<file path="src/hw/sdarb_defines.vh">
// register map, field positions, reset values and timing counts of the sdram arbiter block
`ifndef SDARB_DEFINES_VH
`define SDARB_DEFINES_VH
`define SDARB_ADDR_W 8
`define SDARB_OFS_ARB_CFG 8'h08
`define SDARB_OFS_ILL_ADDR 8'h10
`define SDARB_OFS_ILL_ATTR 8'h14
`define SDARB_OFS_PWR_SAVE 8'h1c
`define SDARB_OFS_SDRAM_CTL 8'h04
`define SDARB_CFG_RR_BIT 30
`define SDARB_CFG_POST_BIT 29
`define SDARB_CFG_PRE_BIT 28
`define SDARB_CFG_WAIT_HI 15
`define SDARB_CFG_WAIT_LO 8
`define SDARB_CFG_HOLD_HI 3
`define SDARB_CFG_HOLD_LO 0
`define SDARB_ATTR_IRQ_BIT 31
`define SDARB_ATTR_WR_BIT 30
`define SDARB_ATTR_LANE_HI 19
`define SDARB_ATTR_LANE_LO 16
`define SDARB_ATTR_IID_HI 10
`define SDARB_ATTR_IID_LO 8
`define SDARB_ATTR_LEN_HI 7
`define SDARB_ATTR_LEN_LO 0
`define SDARB_PWR_CNT_HI 31
`define SDARB_PWR_CNT_LO 24
`define SDARB_PWR_TAR_HI 23
`define SDARB_PWR_TAR_LO 0
`define SDARB_CTL_PD_EN_BIT 28
`define SDARB_RST_CFG 32'h0000_0000
`define SDARB_CFG_MASK 32'h7000_ff0f
`define SDARB_RST_TARGET 24'h03_ffff
`define SDARB_IDLE_UNIT 4'h0
`define SDARB_IDLE_UNIT_CYCLES 5'h1_0
`endif

</file>
<file path="src/hw/sdarb_top.v">
// sdram arbiter with cpu locking, illegal access capture and idle power saving
`timescale 1ns/1ns
`default_nettype none
`include "sdarb_defines.vh"

module sdarb_top (
  input wire clock,
  input wire resetn,
  input wire [7:0] reg_addr,
  input wire [31:0] reg_wdata,
  input wire reg_write,
  input wire reg_read,
  output reg [31:0] reg_rdata,
  input wire [7:0] master_req,
  input wire cpu_cmd_seen,
  input wire sdram_done,
  output reg [7:0] master_grant,
  input wire access_illegal,
  input wire [31:0] access_addr,
  input wire access_is_write,
  input wire [3:0] access_byte_lanes,
  input wire [2:0] access_initiator,
  input wire [7:0] access_size,
  output reg illegal_irq,
  output reg sdram_power_save,
  output reg sdram_powerdown_enable_out
);

////////////////////////////////////////////////////////////////////////////////
// registers
reg [31:0] memory_arbiter_config;
reg [31:0] illegal_access_address;
reg illegal_irq_pending;
reg illegal_is_write;
reg [3:0] illegal_byte_lanes;
reg [2:0] illegal_initiator_code;
reg [7:0] illegal_size_bytes;
reg [7:0] self_refresh_entry_count;
reg [23:0] idle_target_count;
reg sdram_powerdown_enable;

wire wr_cfg = reg_write && (reg_addr == `SDARB_OFS_ARB_CFG);
wire wr_addr = reg_write && (reg_addr == `SDARB_OFS_ILL_ADDR);
wire wr_attr = reg_write && (reg_addr == `SDARB_OFS_ILL_ATTR);
wire wr_pwr = reg_write && (reg_addr == `SDARB_OFS_PWR_SAVE);
wire wr_ctl = reg_write && (reg_addr == `SDARB_OFS_SDRAM_CTL);
wire irq_clear = wr_attr && reg_wdata[`SDARB_ATTR_IRQ_BIT];

wire rr_en = memory_arbiter_config[`SDARB_CFG_RR_BIT];
wire [7:0] dma_wait_limit = memory_arbiter_config[`SDARB_CFG_WAIT_HI:`SDARB_CFG_WAIT_LO];
wire [3:0] processor_hold_cycles = memory_arbiter_config[`SDARB_CFG_HOLD_HI:`SDARB_CFG_HOLD_LO];
wire lock_allowed = (dma_wait_limit != 8'h00);
wire pre_en = memory_arbiter_config[`SDARB_CFG_PRE_BIT] && lock_allowed;
wire post_en = memory_arbiter_config[`SDARB_CFG_POST_BIT] && lock_allowed;

always @(posedge clock or negedge resetn) begin
  if (!resetn) begin
    memory_arbiter_config <= `SDARB_RST_CFG;
    idle_target_count <= `SDARB_RST_TARGET;
    sdram_powerdown_enable <= 1'b0;
  end else begin
    if (wr_cfg) begin
      memory_arbiter_config <= reg_wdata & `SDARB_CFG_MASK;
    end
    if (wr_pwr) begin
      idle_target_count <= reg_wdata[`SDARB_PWR_TAR_HI:`SDARB_PWR_TAR_LO];
    end
    if (wr_ctl) begin
      sdram_powerdown_enable <= reg_wdata[`SDARB_CTL_PD_EN_BIT];
    end
  end
end

////////////////////////////////////////////////////////////////////////////////
// illegal access capture
// a new illegal access in the clear cycle wins, so no event is lost;
// while pending, later accesses are not captured so the first stays visible
always @(posedge clock or negedge resetn) begin
  if (!resetn) begin
    illegal_access_address <= 32'h0000_0000;
    illegal_irq_pending <= 1'b0;
    illegal_is_write <= 1'b0;
    illegal_byte_lanes <= 4'h0;
    illegal_initiator_code <= 3'h0;
    illegal_size_bytes <= 8'h00;
  end else if (access_illegal && (!illegal_irq_pending || irq_clear)) begin
    illegal_access_address <= access_addr;
    illegal_irq_pending <= 1'b1;
    illegal_is_write <= access_is_write;
    illegal_byte_lanes <= access_byte_lanes;
    illegal_initiator_code <= access_initiator;
    illegal_size_bytes <= access_size;
  end else if (irq_clear) begin
    illegal_access_address <= 32'h0000_0000;
    illegal_irq_pending <= 1'b0;
    illegal_is_write <= 1'b0;
    illegal_byte_lanes <= 4'h0;
    illegal_initiator_code <= 3'h0;
    illegal_size_bytes <= 8'h00;
  end else if (wr_addr) begin
    illegal_is_write <= 1'b0;
    illegal_byte_lanes <= 4'h0;
    illegal_initiator_code <= 3'h0;
    illegal_size_bytes <= 8'h00;
  end
end

always @(posedge clock or negedge resetn) begin
  if (!resetn) begin
    illegal_irq <= 1'b0;
  end else begin
    illegal_irq <= illegal_irq_pending;
  end
end

////////////////////////////////////////////////////////////////////////////////
// arbiter: master 0 is the cpu, masters 1..7 are dma-type
localparam ST_IDLE = 2'h0;
localparam ST_BUSY = 2'h1;
localparam ST_POST = 2'h2;

reg [1:0] state;
reg [2:0] owner;
reg [2:0] last_owner;
reg [3:0] hold_count;
reg [7:0] wait_count;
reg pre_lock;
reg [1:0] next_state;
reg [2:0] pick;
reg pick_valid;
reg [3:0] next_hold_count;
reg [7:0] next_wait_count;
reg next_pre_lock;
integer i;

wire dma_waiting = |master_req[7:1];
wire locked = pre_lock || (state == ST_POST);
wire lock_cancel = locked && dma_waiting && (wait_count >= dma_wait_limit);

// masters past the last owner; the rotating search tries these first
wire [7:0] req_after;
genvar g;
generate
  for (g = 0; g < 8; g = g + 1) begin : gen_after
    localparam [2:0] MASTER_ID = g;
    assign req_after[g] = master_req[g] && (MASTER_ID > last_owner);
  end
endgenerate

always @* begin
  pick = 3'h0;
  pick_valid = 1'b0;
  if (rr_en) begin
    // fall back to the lowest requester when nobody sits past the last owner
    for (i = 7; i >= 0; i = i - 1) begin
      if (master_req[i]) begin
        pick = i[2:0];
        pick_valid = 1'b1;
      end
    end
    for (i = 7; i >= 0; i = i - 1) begin
      if (req_after[i]) begin
        pick = i[2:0];
      end
    end
  end else begin
    for (i = 7; i >= 0; i = i - 1) begin
      if (master_req[i]) begin
        pick = i[2:0];
        pick_valid = 1'b1;
      end
    end
  end
  // a held lock steers the grant to the cpu only
  if (locked && !lock_cancel) begin
    pick = 3'h0;
    pick_valid = master_req[0];
  end
end

always @* begin
  next_state = state;
  case (state)
    ST_IDLE: begin
      if (pick_valid) begin
        next_state = ST_BUSY;
      end
    end
    ST_BUSY: begin
      if (sdram_done) begin
        if (owner == 3'h0 && post_en && processor_hold_cycles != 4'h0) begin
          next_state = ST_POST;
        end else begin
          next_state = ST_IDLE;
        end
      end
    end
    ST_POST: begin
      if (lock_cancel || hold_count == 4'h1) begin
        next_state = ST_IDLE;
      end
      if (master_req[0] && !lock_cancel) begin
        next_state = ST_BUSY;
      end
    end
    default: begin
      next_state = ST_IDLE;
    end
  endcase
end

always @* begin
  next_hold_count = hold_count;
  if (state == ST_BUSY && next_state == ST_POST) begin
    next_hold_count = processor_hold_cycles;
  end else if (state == ST_POST && hold_count != 4'h0) begin
    next_hold_count = hold_count - 4'h1;
  end
end

// pre-lock holds from the cpu command until the cpu is served
always @* begin
  next_pre_lock = pre_lock;
  if (!pre_en || lock_cancel) begin
    next_pre_lock = 1'b0;
  end else if (cpu_cmd_seen) begin
    next_pre_lock = 1'b1;
  end else if (state == ST_BUSY && owner == 3'h0) begin
    next_pre_lock = 1'b0;
  end
end

// the count restarts whenever the lock lapses, so each lock gets the full allowance
always @* begin
  next_wait_count = 8'h00;
  if (locked && dma_waiting && !lock_cancel) begin
    next_wait_count = wait_count + 8'h01;
  end
end

always @(posedge clock or negedge resetn) begin
  if (!resetn) begin
    state <= ST_IDLE;
    owner <= 3'h0;
    last_owner <= 3'h0;
    hold_count <= 4'h0;
    wait_count <= 8'h00;
    pre_lock <= 1'b0;
    master_grant <= 8'h00;
  end else begin
    state <= next_state;
    if ((state == ST_IDLE || state == ST_POST) && next_state == ST_BUSY) begin
      owner <= pick;
      last_owner <= pick;
      master_grant <= 8'h01 << pick;
    end else if (state == ST_BUSY && next_state != ST_BUSY) begin
      master_grant <= 8'h00;
    end
    hold_count <= next_hold_count;
    pre_lock <= next_pre_lock;
    wait_count <= next_wait_count;
  end
end

////////////////////////////////////////////////////////////////////////////////
// idle counter and power saving
// counting in units of 16 clocks keeps the main counter at 24 bits
reg [3:0] unit_count;
reg [23:0] idle_units;
reg [3:0] next_unit_count;
reg [23:0] next_idle_units;
reg next_power_save;
reg [7:0] next_entry_count;
wire any_req = |master_req;

// a grant in flight counts as busy even with no request left high
always @* begin
  next_unit_count = unit_count;
  next_idle_units = idle_units;
  next_power_save = sdram_power_save;
  next_entry_count = self_refresh_entry_count;
  if (any_req || state != ST_IDLE || !sdram_powerdown_enable) begin
    next_unit_count = `SDARB_IDLE_UNIT;
    next_idle_units = 24'h00_0000;
    next_power_save = 1'b0;
  end else if (!sdram_power_save) begin
    next_unit_count = unit_count + 4'h1;
    if (unit_count == 4'hf) begin
      next_idle_units = idle_units + 24'h00_0001;
    end
    if (idle_units >= idle_target_count) begin
      next_power_save = 1'b1;
      next_entry_count = self_refresh_entry_count + 8'h01;
    end
  end
end

always @(posedge clock or negedge resetn) begin
  if (!resetn) begin
    unit_count <= `SDARB_IDLE_UNIT;
    idle_units <= 24'h00_0000;
    sdram_power_save <= 1'b0;
    self_refresh_entry_count <= 8'h00;
    sdram_powerdown_enable_out <= 1'b0;
  end else begin
    sdram_powerdown_enable_out <= sdram_powerdown_enable;
    unit_count <= next_unit_count;
    idle_units <= next_idle_units;
    sdram_power_save <= next_power_save;
    self_refresh_entry_count <= next_entry_count;
  end
end

////////////////////////////////////////////////////////////////////////////////
// read port
// reads are registered: data stands one cycle after the strobe, zero otherwise
wire [31:0] attr_word = {illegal_irq_pending, illegal_is_write, 10'h000,
  illegal_byte_lanes, 5'h00, illegal_initiator_code, illegal_size_bytes};
wire [31:0] pwr_word = {self_refresh_entry_count, idle_target_count};
wire [31:0] ctl_word = {3'h0, sdram_powerdown_enable, 28'h000_0000};

always @(posedge clock or negedge resetn) begin
  if (!resetn) begin
    reg_rdata <= 32'h0000_0000;
  end else if (reg_read) begin
    case (reg_addr)
      `SDARB_OFS_ARB_CFG: reg_rdata <= memory_arbiter_config;
      `SDARB_OFS_ILL_ADDR: reg_rdata <= illegal_access_address;
      `SDARB_OFS_ILL_ATTR: reg_rdata <= attr_word;
      `SDARB_OFS_PWR_SAVE: reg_rdata <= pwr_word;
      `SDARB_OFS_SDRAM_CTL: reg_rdata <= ctl_word;
      default: reg_rdata <= 32'h0000_0000;
    endcase
  end else begin
    reg_rdata <= 32'h0000_0000;
  end
end

endmodule // sdarb_top
`default_nettype wire

</file>
<file path="config.mk">
export PLATFORM = sky130hd
export DESIGN_NAME = sdarb_top
export DESIGN_NICKNAME = d
export VERILOG_FILES = /design/src/hw/sdarb_top.v
export VERILOG_INCLUDE_DIRS = /design/src /design/src/hw
export SDC_FILE = /design/constraint.sdc
export NUM_CORES = 1
export LEC_CHECK = 0
export BUFFER_PORTS_ARGS = -buffer_cell sky130_fd_sc_hd__clkbuf_2
export CAP_MARGIN = 20
export CORE_MARGIN = 5
export CORE_UTILIZATION = 57
export CTS_BUF_LIST = sky130_fd_sc_hd__clkbuf_4 sky130_fd_sc_hd__clkbuf_8 sky130_fd_sc_hd__clkbuf_16
export DETAILED_ROUTE_END_ITERATION = 8
export PLACE_DENSITY = 0.76
export SYNTH_ARGS = -nofsm -noshare
export SYNTH_HDL_FRONTEND = slang
export SYNTH_SLANG_ARGS = --single-unit
</file>
<file path="constraint.sdc">
create_clock -name clock -period 2.8 [get_ports clock]
set_clock_uncertainty 0.05 [all_clocks]
set_input_delay 0.42 -clock clock [delete_from_list [all_inputs] [get_ports clock]]
set_output_delay 0.42 -clock clock [all_outputs]
set_load 0.05 [all_outputs]
</file>
Yosys cells after proc, flatten, opt, wreduce, memory -nomap -nowiden
Cells that the tools add are included.
{"block": "op_classes", "addsub": 5, "magnitude_cmp": 10, "n_eq_ne": 13, "shift": 1, "n_mux": 67, "bitwise": 2, "n_reduce_logical": 56}
{"operator": "$pmux W32 S5", "n": 1}
{"operator": "$mux W32", "n": 3}
{"operator": "$mux W24", "n": 3}
{"operator": "$mux W3", "n": 21}
{"operator": "$mux W8", "n": 6}
{"operator": "$logic_and A1 B1 Y1", "n": 29}
{"operator": "$mux W4", "n": 7}
{"operator": "$add A24 B1 Y24 const B", "n": 1}
{"operator": "$eq A8 B5 Y1 const B", "n": 3}
{"operator": "$ge A24 B24 Y1", "n": 1}
{"operator": "$mux W1", "n": 20}
{"operator": "$add A8 B1 Y8 const B", "n": 2}
{"operator": "$gt A3 B3 Y1 const A", "n": 4}
{"operator": "$mux W2", "n": 5}
{"operator": "$reduce_bool A2 Y1", "n": 5}
{"operator": "$eq A8 B3 Y1 const B", "n": 1}
{"operator": "$eq A8 B4 Y1 const B", "n": 1}
{"operator": "$ge A8 B8 Y1", "n": 1}
{"operator": "$reduce_bool A4 Y1", "n": 2}
{"operator": "$reduce_bool A8 Y1", "n": 1}
{"operator": "$reduce_or A8 Y1", "n": 1}
{"operator": "$shl A1 B3 Y8 const A", "n": 1}
{"operator": "$logic_or A1 B1 Y1", "n": 7}
{"operator": "$reduce_or A7 Y1", "n": 1}
{"operator": "17 further kinds", "n": 27}
{"block": "word_totals", "reg_bits": 186, "input_bits": 103, "output_inout_bits": 43, "word_cells": 176}

Logic depth before layout (Yosys ltp)
Gate-level depths: netlist (run 1).
{"block": "logic_depth", "depth_word": 20, "ltp_mapped": 9, "depth_no_buf": 8}

Worst setup path after synthesis (run 1)
No wires, ideal clock.
{"block": "synth_path", "path_kind": "reg-to-reg", "startpoint": "register idle_target_count[13]", "endpoint": "register self_refresh_entry_count[1]", "setup_time_ns": 0.127, "arrival_time_ns": 2.168, "required_time_ns": 2.623, "path_slack_ns": 0.455, "path_stages_with_launch": 9, "synth_period_minus_slack_ns": 2.345, "path_cell_list": "dfstp_2 inv_1 ha_1 a211oi_1 o21ai_0 o2111a_1 a211o_1 a31o_2 mux2_1"}
{"block": "synth_via", "elab_chain_cells": 2}
{"element": "from (decl)", "line_no": "sdarb_top.v:39", "source": "reg [23:0] idle_target_count;"}
{"element": "from (signal assigned)", "line_no": "sdarb_top.v:59", "source": "idle_target_count <= `SDARB_RST_TARGET;"}
{"element": "from (signal assigned)", "line_no": "sdarb_top.v:66", "source": "idle_target_count <= reg_wdata[`SDARB_PWR_TAR_HI:`SDARB_PWR_TAR_LO];"}
{"element": "$ge A24 B24 Y1", "line_no": "sdarb_top.v:291", "source": "if (idle_units >= idle_target_count) begin"}
{"element": "$reduce_and A3 Y1 (no line)"}
{"element": "to (signal assigned)", "line_no": "sdarb_top.v:310", "source": "self_refresh_entry_count <= next_entry_count;"}
{"element": "to (decl)", "line_no": "sdarb_top.v:38", "source": "reg [7:0] self_refresh_entry_count;"}
Every way passes these cells.
A chain may end at the register's enable or synchronous reset.

Worst setup path in the final report (run 1)
{"block": "layout_path", "startpoint": "register idle_target_count[17]", "endpoint": "register self_refresh_entry_count[1]"}
The elaborated chain is that of the path after synthesis.

==> results of run 1 <==
[cells in the final DEF (no fill, tap or decap), types with 4 or more instances in the layout]
cell and n:
a32oi_1 6, clkinv_4 4, o21a_1 5, inv_1 40, dfrtp_1 168, or3_1 4, a21oi_1 24, nand2_1 40
mux2_1 40, a211o_1 5, ha_1 39, o21ai_0 12, o21ai_1 4, a211oi_1 11, buf_12 4, nor3_1 10
nand2b_1 8, a22oi_1 25, xor2_1 22, xnor2_1 17, dfstp_2 18, and4_1 4, a22o_1 48, clkbuf_2 140
and3_1 9, nand4_1 17, clkbuf_16 17, nand3_1 23, buf_4 25, nor2_1 82, and2_1 5, o31ai_1 12
a222oi_1 15, nor2b_1 7
[per-layer routing]
| layer | global-route usage [%] | vias to the layer above | wire length (um) |
|---|---|---|---|
| met2 | 42.0 | 249 | 11000 |
| met3 | 6.00 | 56 | 1500 |
| met5 | 0 | - | 0 |
| met4 | 10.2 | 0 | 693 |
| met1 | 34.2 | 3521 | 9730 |
| li1 | - | 3313 | - |
[state kept, by name, indices dropped and copies added, names as in the netlist, 2 cells and up]
name and cells:
wait_count 8, illegal_byte_lanes 4, reg_rdata 32, illegal_initiator_code 3, self_refresh_entry_count 8, unit_count 4
idle_units 24, illegal_access_address 32, hold_count 4, memory_arbiter_config 15, last_owner 3, idle_target_count 24
state 2, illegal_size_bytes 8, master_grant 8
[synth_stat cells, types with 18 or more instances]
cell	n
dfrtp_1	168
nor2_1	82
a22o_1	48
inv_1	40
mux2_1	40
nand2_1	40
ha_1	39
a22oi_1	25
a21oi_1	24
nand3_1	23
xor2_1	22
clkbuf_1	20
dfstp_2	18
[through the flow]
step / std cells / total power (uW) / worst slack, ps
4_1_cts: 1197 / 6110 / 160
3_5_place_dp: 1164 / 3800 / 166
2_1_floorplan: 817 / 3480 / 455
6_report: 1197 / 6090 / 244
3_3_place_gp: 1164 / 3790 / 194
5_1_grt: 1197 / 6330 / 77.7
[timing repair]
item | 4_1_cts | 5_1_grt
hold buffers | 1 | 0
endpoints found under the setup margin | 0 | 1
endpoints found under the hold margin | 56 | 0
buffers inserted | 0 | 0
resized for setup | 0 | 1
[final cells by class]
type / instances / share of cell area (%)
Inverter: 40 / 1.40
Sequential cell: 186 / 43.5
Clock inverter: 12 / 1.11
Multi-Input combinational cell: 552 / 38.1
Timing Repair Buffer: 171 / 9.21
Clock buffer: 20 / 4.17
Tap cell: 216 / 2.51
[cells by family (layout without fill, tap and decap cells)]
group                    after synthesis  after routing  synth area share, %
AND/OR/NAND/NOR                      242            242                 14.2
AO/OA/AOI/OAI                        187            187                 16.0
flip-flops                           186            186                 51.4
buffers and inverters                 79            243                 3.86
multiplexers                          45             45                 5.54
adder cells (fa/ha/maj)               39             39                 5.36
XOR/XNOR                              39             39                 3.75
[where the power goes]
| group | switching (uW) | internal (uW) | total [uW] |
|---|---|---|---|
| clock network | 1050 | 1270 | 2320 |
| logic | 448 | 314 | 761 |
| registers | 154 | 2860 | 3010 |
[path summary, 6_finish.rpt]
kind,cells past startpoint,to,slack (ps),from
max reg2reg,8,self_refresh_entry_count[1]$_DFFE_PN0P_,240,idle_target_count[17]$_DFFE_PN1P_
min,2,state[0]$_DFF_PN0_,130,sdram_done
max in group asynchronous,3,idle_target_count[12]$_DFFE_PN1P_,1370,resetn
min reg2reg,0,illegal_irq$_DFF_PN0_,380,illegal_irq_pending$_DFFE_PN0P_
max,8,self_refresh_entry_count[1]$_DFFE_PN0P_,240,idle_target_count[17]$_DFFE_PN1P_
min in group asynchronous,2,illegal_byte_lanes[0]$_DFFE_PN0P_,540,resetn
==> flow_summary.yaml, run 1 <==
clock_tree:
  root_buffer: "clkbuf_16"
  cts_tree: "built"
  clk_pin_slew_ps: 80
  cts_sinks: 186
  cts-htree-levels: 4
  clk_path_buf_depth: 2
  cts_made_buffers: 17
  worst_skew_pair.late_latency_ps: 430
grt:
  track_usage_pct: 26.0
  overflow: 0
  grt_pass1_wl_mm: 37.8
  grt_max_degree: 75
  antenna_found_initial: 0
  first_global_vias: 7486
floorplan:
  io_pins: 146
  die-area_um2: 18600
  die_w_um: 136
  initial_core_util_pct: 57.7
  rows: 46
  die-height_um: 136
  core_area_um2: 15800
worst_setup_path:
  critPathTopFamily: "compound AO/OA/AOI/OAI gates"
  end_kind: "flip-flop"
  crit_path_max_incr_delay_ps: 560
  crit_type: "reg2reg"
  arrival_ps: 2800
  path_cells: "inv_1, ha_1, a21oi_1, o21ai_0, a211o_1, a211o_1, a31o_2, mux2_1"
  crit_buf_inv: 1
  critPathLaunchType: "flip-flop"
  critPathRequiredTime_ps: 3050
  cp_common_cell: "a211o_1"
  cpMaxStageDelayCell: "dfstp_2"
  cp_max_fo: 3
logic_synthesis:
  async_reset_ff_share_pct: 100
  ys_types: 69
  synth_area_leaders: "dfrtp_1, ha_1, dfstp_2"
  yosysTopAreaCell: "dfrtp_1"
  netlist_instances: 817
  ys_ff_latch: 186
  synth_edf_count: 0
  syn_area_um2: 9100
  synth_nets: 959
  synth_ff_type: "dfrtp_1"
  yosysWarningCount: 0
  syn_avg_cell_area_um2: 11.1
  netlist.area_leader.share_pct: 46.2
  seq_area_frac_synth_pct: 51.4
place:
  place_congestion: 0.907
  dp_hpwl_mm: 16.7
  numPortBuffers: 141
  placed_area_um2: 10200
timing:
  finalHoldWorstSlack_ps: 135
  finalMaxSlewViolations: 0
  finalSetupViolCount: 0
  fin_crit_ps: 2560
  max_freq_mhz: 391
  fin_setup_tns_ps: 0
  final.period_utilization_pct: 91.3
  rsz0062_at_grt: "no"
  worstMarginPinSlew_ps: 1010
  maxSlewHeadroom_pct: 32.4
  hold_viol_final: 0
finish:
  antenna_cells: 0
  areaGrowthSynthToFinish_pct: 18.0
  nFillCells: 1237
  seq_area_um2: 4680
  final_core_util_pct: 68.1
  finalNetCount: 1110
  drive_above_1_share_pct: 24.9
  multi_input_area_um2: 4090
  design_area_um2: 10700
detailed_routing:
  routedWlPerCell_um: 19.1
  dr.pass1.iters: 6
  drc_errors: 0
  vias: 7139
  viasPerCell: 5.96
  drt-total-wl_mm: 22.9
  dr.first_iter.drc_count: 507
  postRouteAntennaNets: 0
job:
  max_cap_viol_count: 0
run_status:
  status: "finished clean"
pwr:
  power_leakage_uw: 0.00502
  p_per_area_nw_per_um2: 567
  ir_drop_mv: 0.462
min_path:
  hp-class: "in2reg"
(Power assumes the default switching activity.)
==> run 2, diff against run 1 <==
==> constraint.sdc (replaced) <==
create_clock -name clock -period 2.5 [get_ports clock]
set_clock_uncertainty 0.05 [all_clocks]
set_input_delay 0.375 -clock clock [delete_from_list [all_inputs] [get_ports clock]]
set_output_delay 0.375 -clock clock [all_outputs]
set_load 0.05 [all_outputs]
==> flow_summary.yaml, run 2 (synthesized netlist as in run 1, its figures left out) <==
place:
  place_congestion: 0.848
  preCtsSetupSlack_ps: -26.4
  numPortBuffers: 141
  dp_hpwl_mm: 16.7
  placed_area_um2: 10300
finish:
  finalNetCount: 1130
  areaGrowthSynthToFinish_pct: 21.3
  antenna_cells: 0
  top_regs: "illegal_access_address (32), reg_rdata (32)"
  design_area_um2: 11000
  drive_above_1_share_pct: 29.0
  layout_commonest_cell: "dfrtp_1"
  final_cell_mix: "dfrtp_1, clkbuf_2, nor2_1"
timing:
  max_freq_mhz: 411
  fin_crit_ps: 2430
  worstMarginPinSlew_ps: 722
  finalSetupViolCount: 0
  finalMaxSlewViolations: 0
  hold_viol_final: 0
  layout_setup_ws_ps: 68.3
  maxSlewHeadroom_pct: 51.8
  final.period_utilization_pct: 97.3
floorplan:
  die-area_um2: 18600
  io_pins: 146
  core_area_um2: 15800
  rows: 46
  die_w_um: 136
  die-height_um: 136
  initial_core_util_pct: 57.7
min_path:
  whs_endpoint: "memory_arbiter_config[29]$_DFFE_PN0P_"
  min_path_cells: 2
  hp-class: "in2reg"
  hold_start: "reg_wdata[29]"
clock_tree:
  clk_path_buf_depth: 2
  clk_pin_slew_ps: 80
  cts_made_buffers: 17
  worst_skew_pair.late_latency_ps: 430
  root_buffer: "clkbuf_16"
  cts_sinks: 186
  cts-htree-levels: 4
  cts_tree: "built"
grt:
  first_global_vias: 7157
  antenna_found_initial: 0
  overflow: 0
  track_usage_pct: 26.0
  grt_max_degree: 91
  grt_pass1_wl_mm: 37.5
detailed_routing:
  viasPerCell: 5.95
  vias: 7247
  dr.pass1.iters: 6
  drc_errors: 0
  postRouteAntennaNets: 0
  dr.first_iter.drc_count: 659
  drt-total-wl_mm: 23.3
  routedWlPerCell_um: 19.2
worst_setup_path:
  r2r_cells: 7
  arrival_ps: 2690
  critPathLaunchType: "flip-flop"
  critPathRequiredTime_ps: 2760
  reg2reg_setup_slack_ps: 70
  r2r_start: "idle_target_count[5]$_DFFE_PN1P_"
  cp_max_fo: 3
  end_kind: "flip-flop"
  crit_type: "reg2reg"
  r2r-end: "self_refresh_entry_count[1]$_DFFE_PN0P_"
job:
  max_cap_viol_count: 0
pwr:
  power_leakage_uw: 0.00518
  p_per_area_nw_per_um2: 630
  ir_drop_mv: 0.511
run_status:
  status: "finished clean"
-- run 2: cell types whose count changed in the layout (fill, tap and decap cells not counted), sizes merged --
cell / before / now
buf: 30 / 50
inv: 43 / 46
clkbuf: 160 / 158
clkinvlp: 3 / 2
-- run 2: worst max-delay path, cell delays in order (launching register included) --
cell and delay, ps:
dfstp_2 550, inv_1 60, ha_1 310, a211oi_1 230, o2111ai_1 160, a211o_1 390, a31o_2 280, mux2_4 290
-- run 2: power by group --
part	switching, uW	internal, uW	leakage, uW
sequential	167	3200	0.00243
combinational	546	400	0.00246
clock	1230	1410	0.000281
total	1940	5010	0.00518
-- run 2: cell type report --
type                       instances  area, um2
fill                            1161       4730
sequential                       186       4680
multi-input combinational        552       4230
timing repair buffer             191       1140
clock buffer                      18        433
tap                              216        270
inverter                          40        150
clock inverter                    14        143
-- run 2: worst max-delay path by stage --
stage | startpoint | to | slack, ps | depth (start not counted)
global placement | idle_target_count[17]$_DFFE_PN1P_ | self_refresh_entry_count[1]$_DFFE_PN0P_ | 30 | 8
finish | idle_target_count[5]$_DFFE_PN1P_ | self_refresh_entry_count[1]$_DFFE_PN0P_ | 70 | 7
floorplan | idle_target_count[13]$_DFFE_PN1P_ | self_refresh_entry_count[1]$_DFFE_PN0P_ | 150 | 8
detailed placement | idle_target_count[17]$_DFFE_PN1P_ | sdram_power_save$_DFF_PN0_ | -30 | 8
CTS | idle_target_count[17]$_DFFE_PN1P_ | self_refresh_entry_count[1]$_DFFE_PN0P_ | 5 | 8
global route | memory_arbiter_config[10]$_DFFE_PN0P_ | master_grant[7]$_DFFE_PN0P_ | -30 | 10
-- run 2: repair_timing --
| action | 4_1_cts | 5_1_grt |
|---|---|---|
| buffers inserted | 1 | 1 |
| setup endpoints to repair | 3 | 20 |
| pin swaps | 3 | 9 |
| hold endpoints to repair | 168 | 0 |
| cloned | 0 | 0 |
| resized for setup | 5 | 27 |
| hold buffers | 1 | 0 |
-- run 2: per-layer routing --
metal | vias up | wire length (um) | GRT usage (%)
met5 | - | 0 | 0
met4 | 0 | 504 | 7.95
met3 | 40 | 1290 | 4.59
met2 | 234 | 11500 | 43.0
met1 | 3619 | 9990 | 35.2
li1 | 3354 | - | -
-- run 2: metrics by stage --
step	utilization [%]	power, uW	hold slack (ps)	TNS [ps]	instances
2_1_floorplan	-	3900	29.4	0	817
3_3_place_gp	65.3	4270	339	0	1182
3_5_place_dp	65.3	4290	339	-26.4	1182
4_1_cts	69.2	6930	100	0	1216
5_1_grt	70.0	7220	100	-71.3	1217
6_report	70.0	6950	106	0	1217
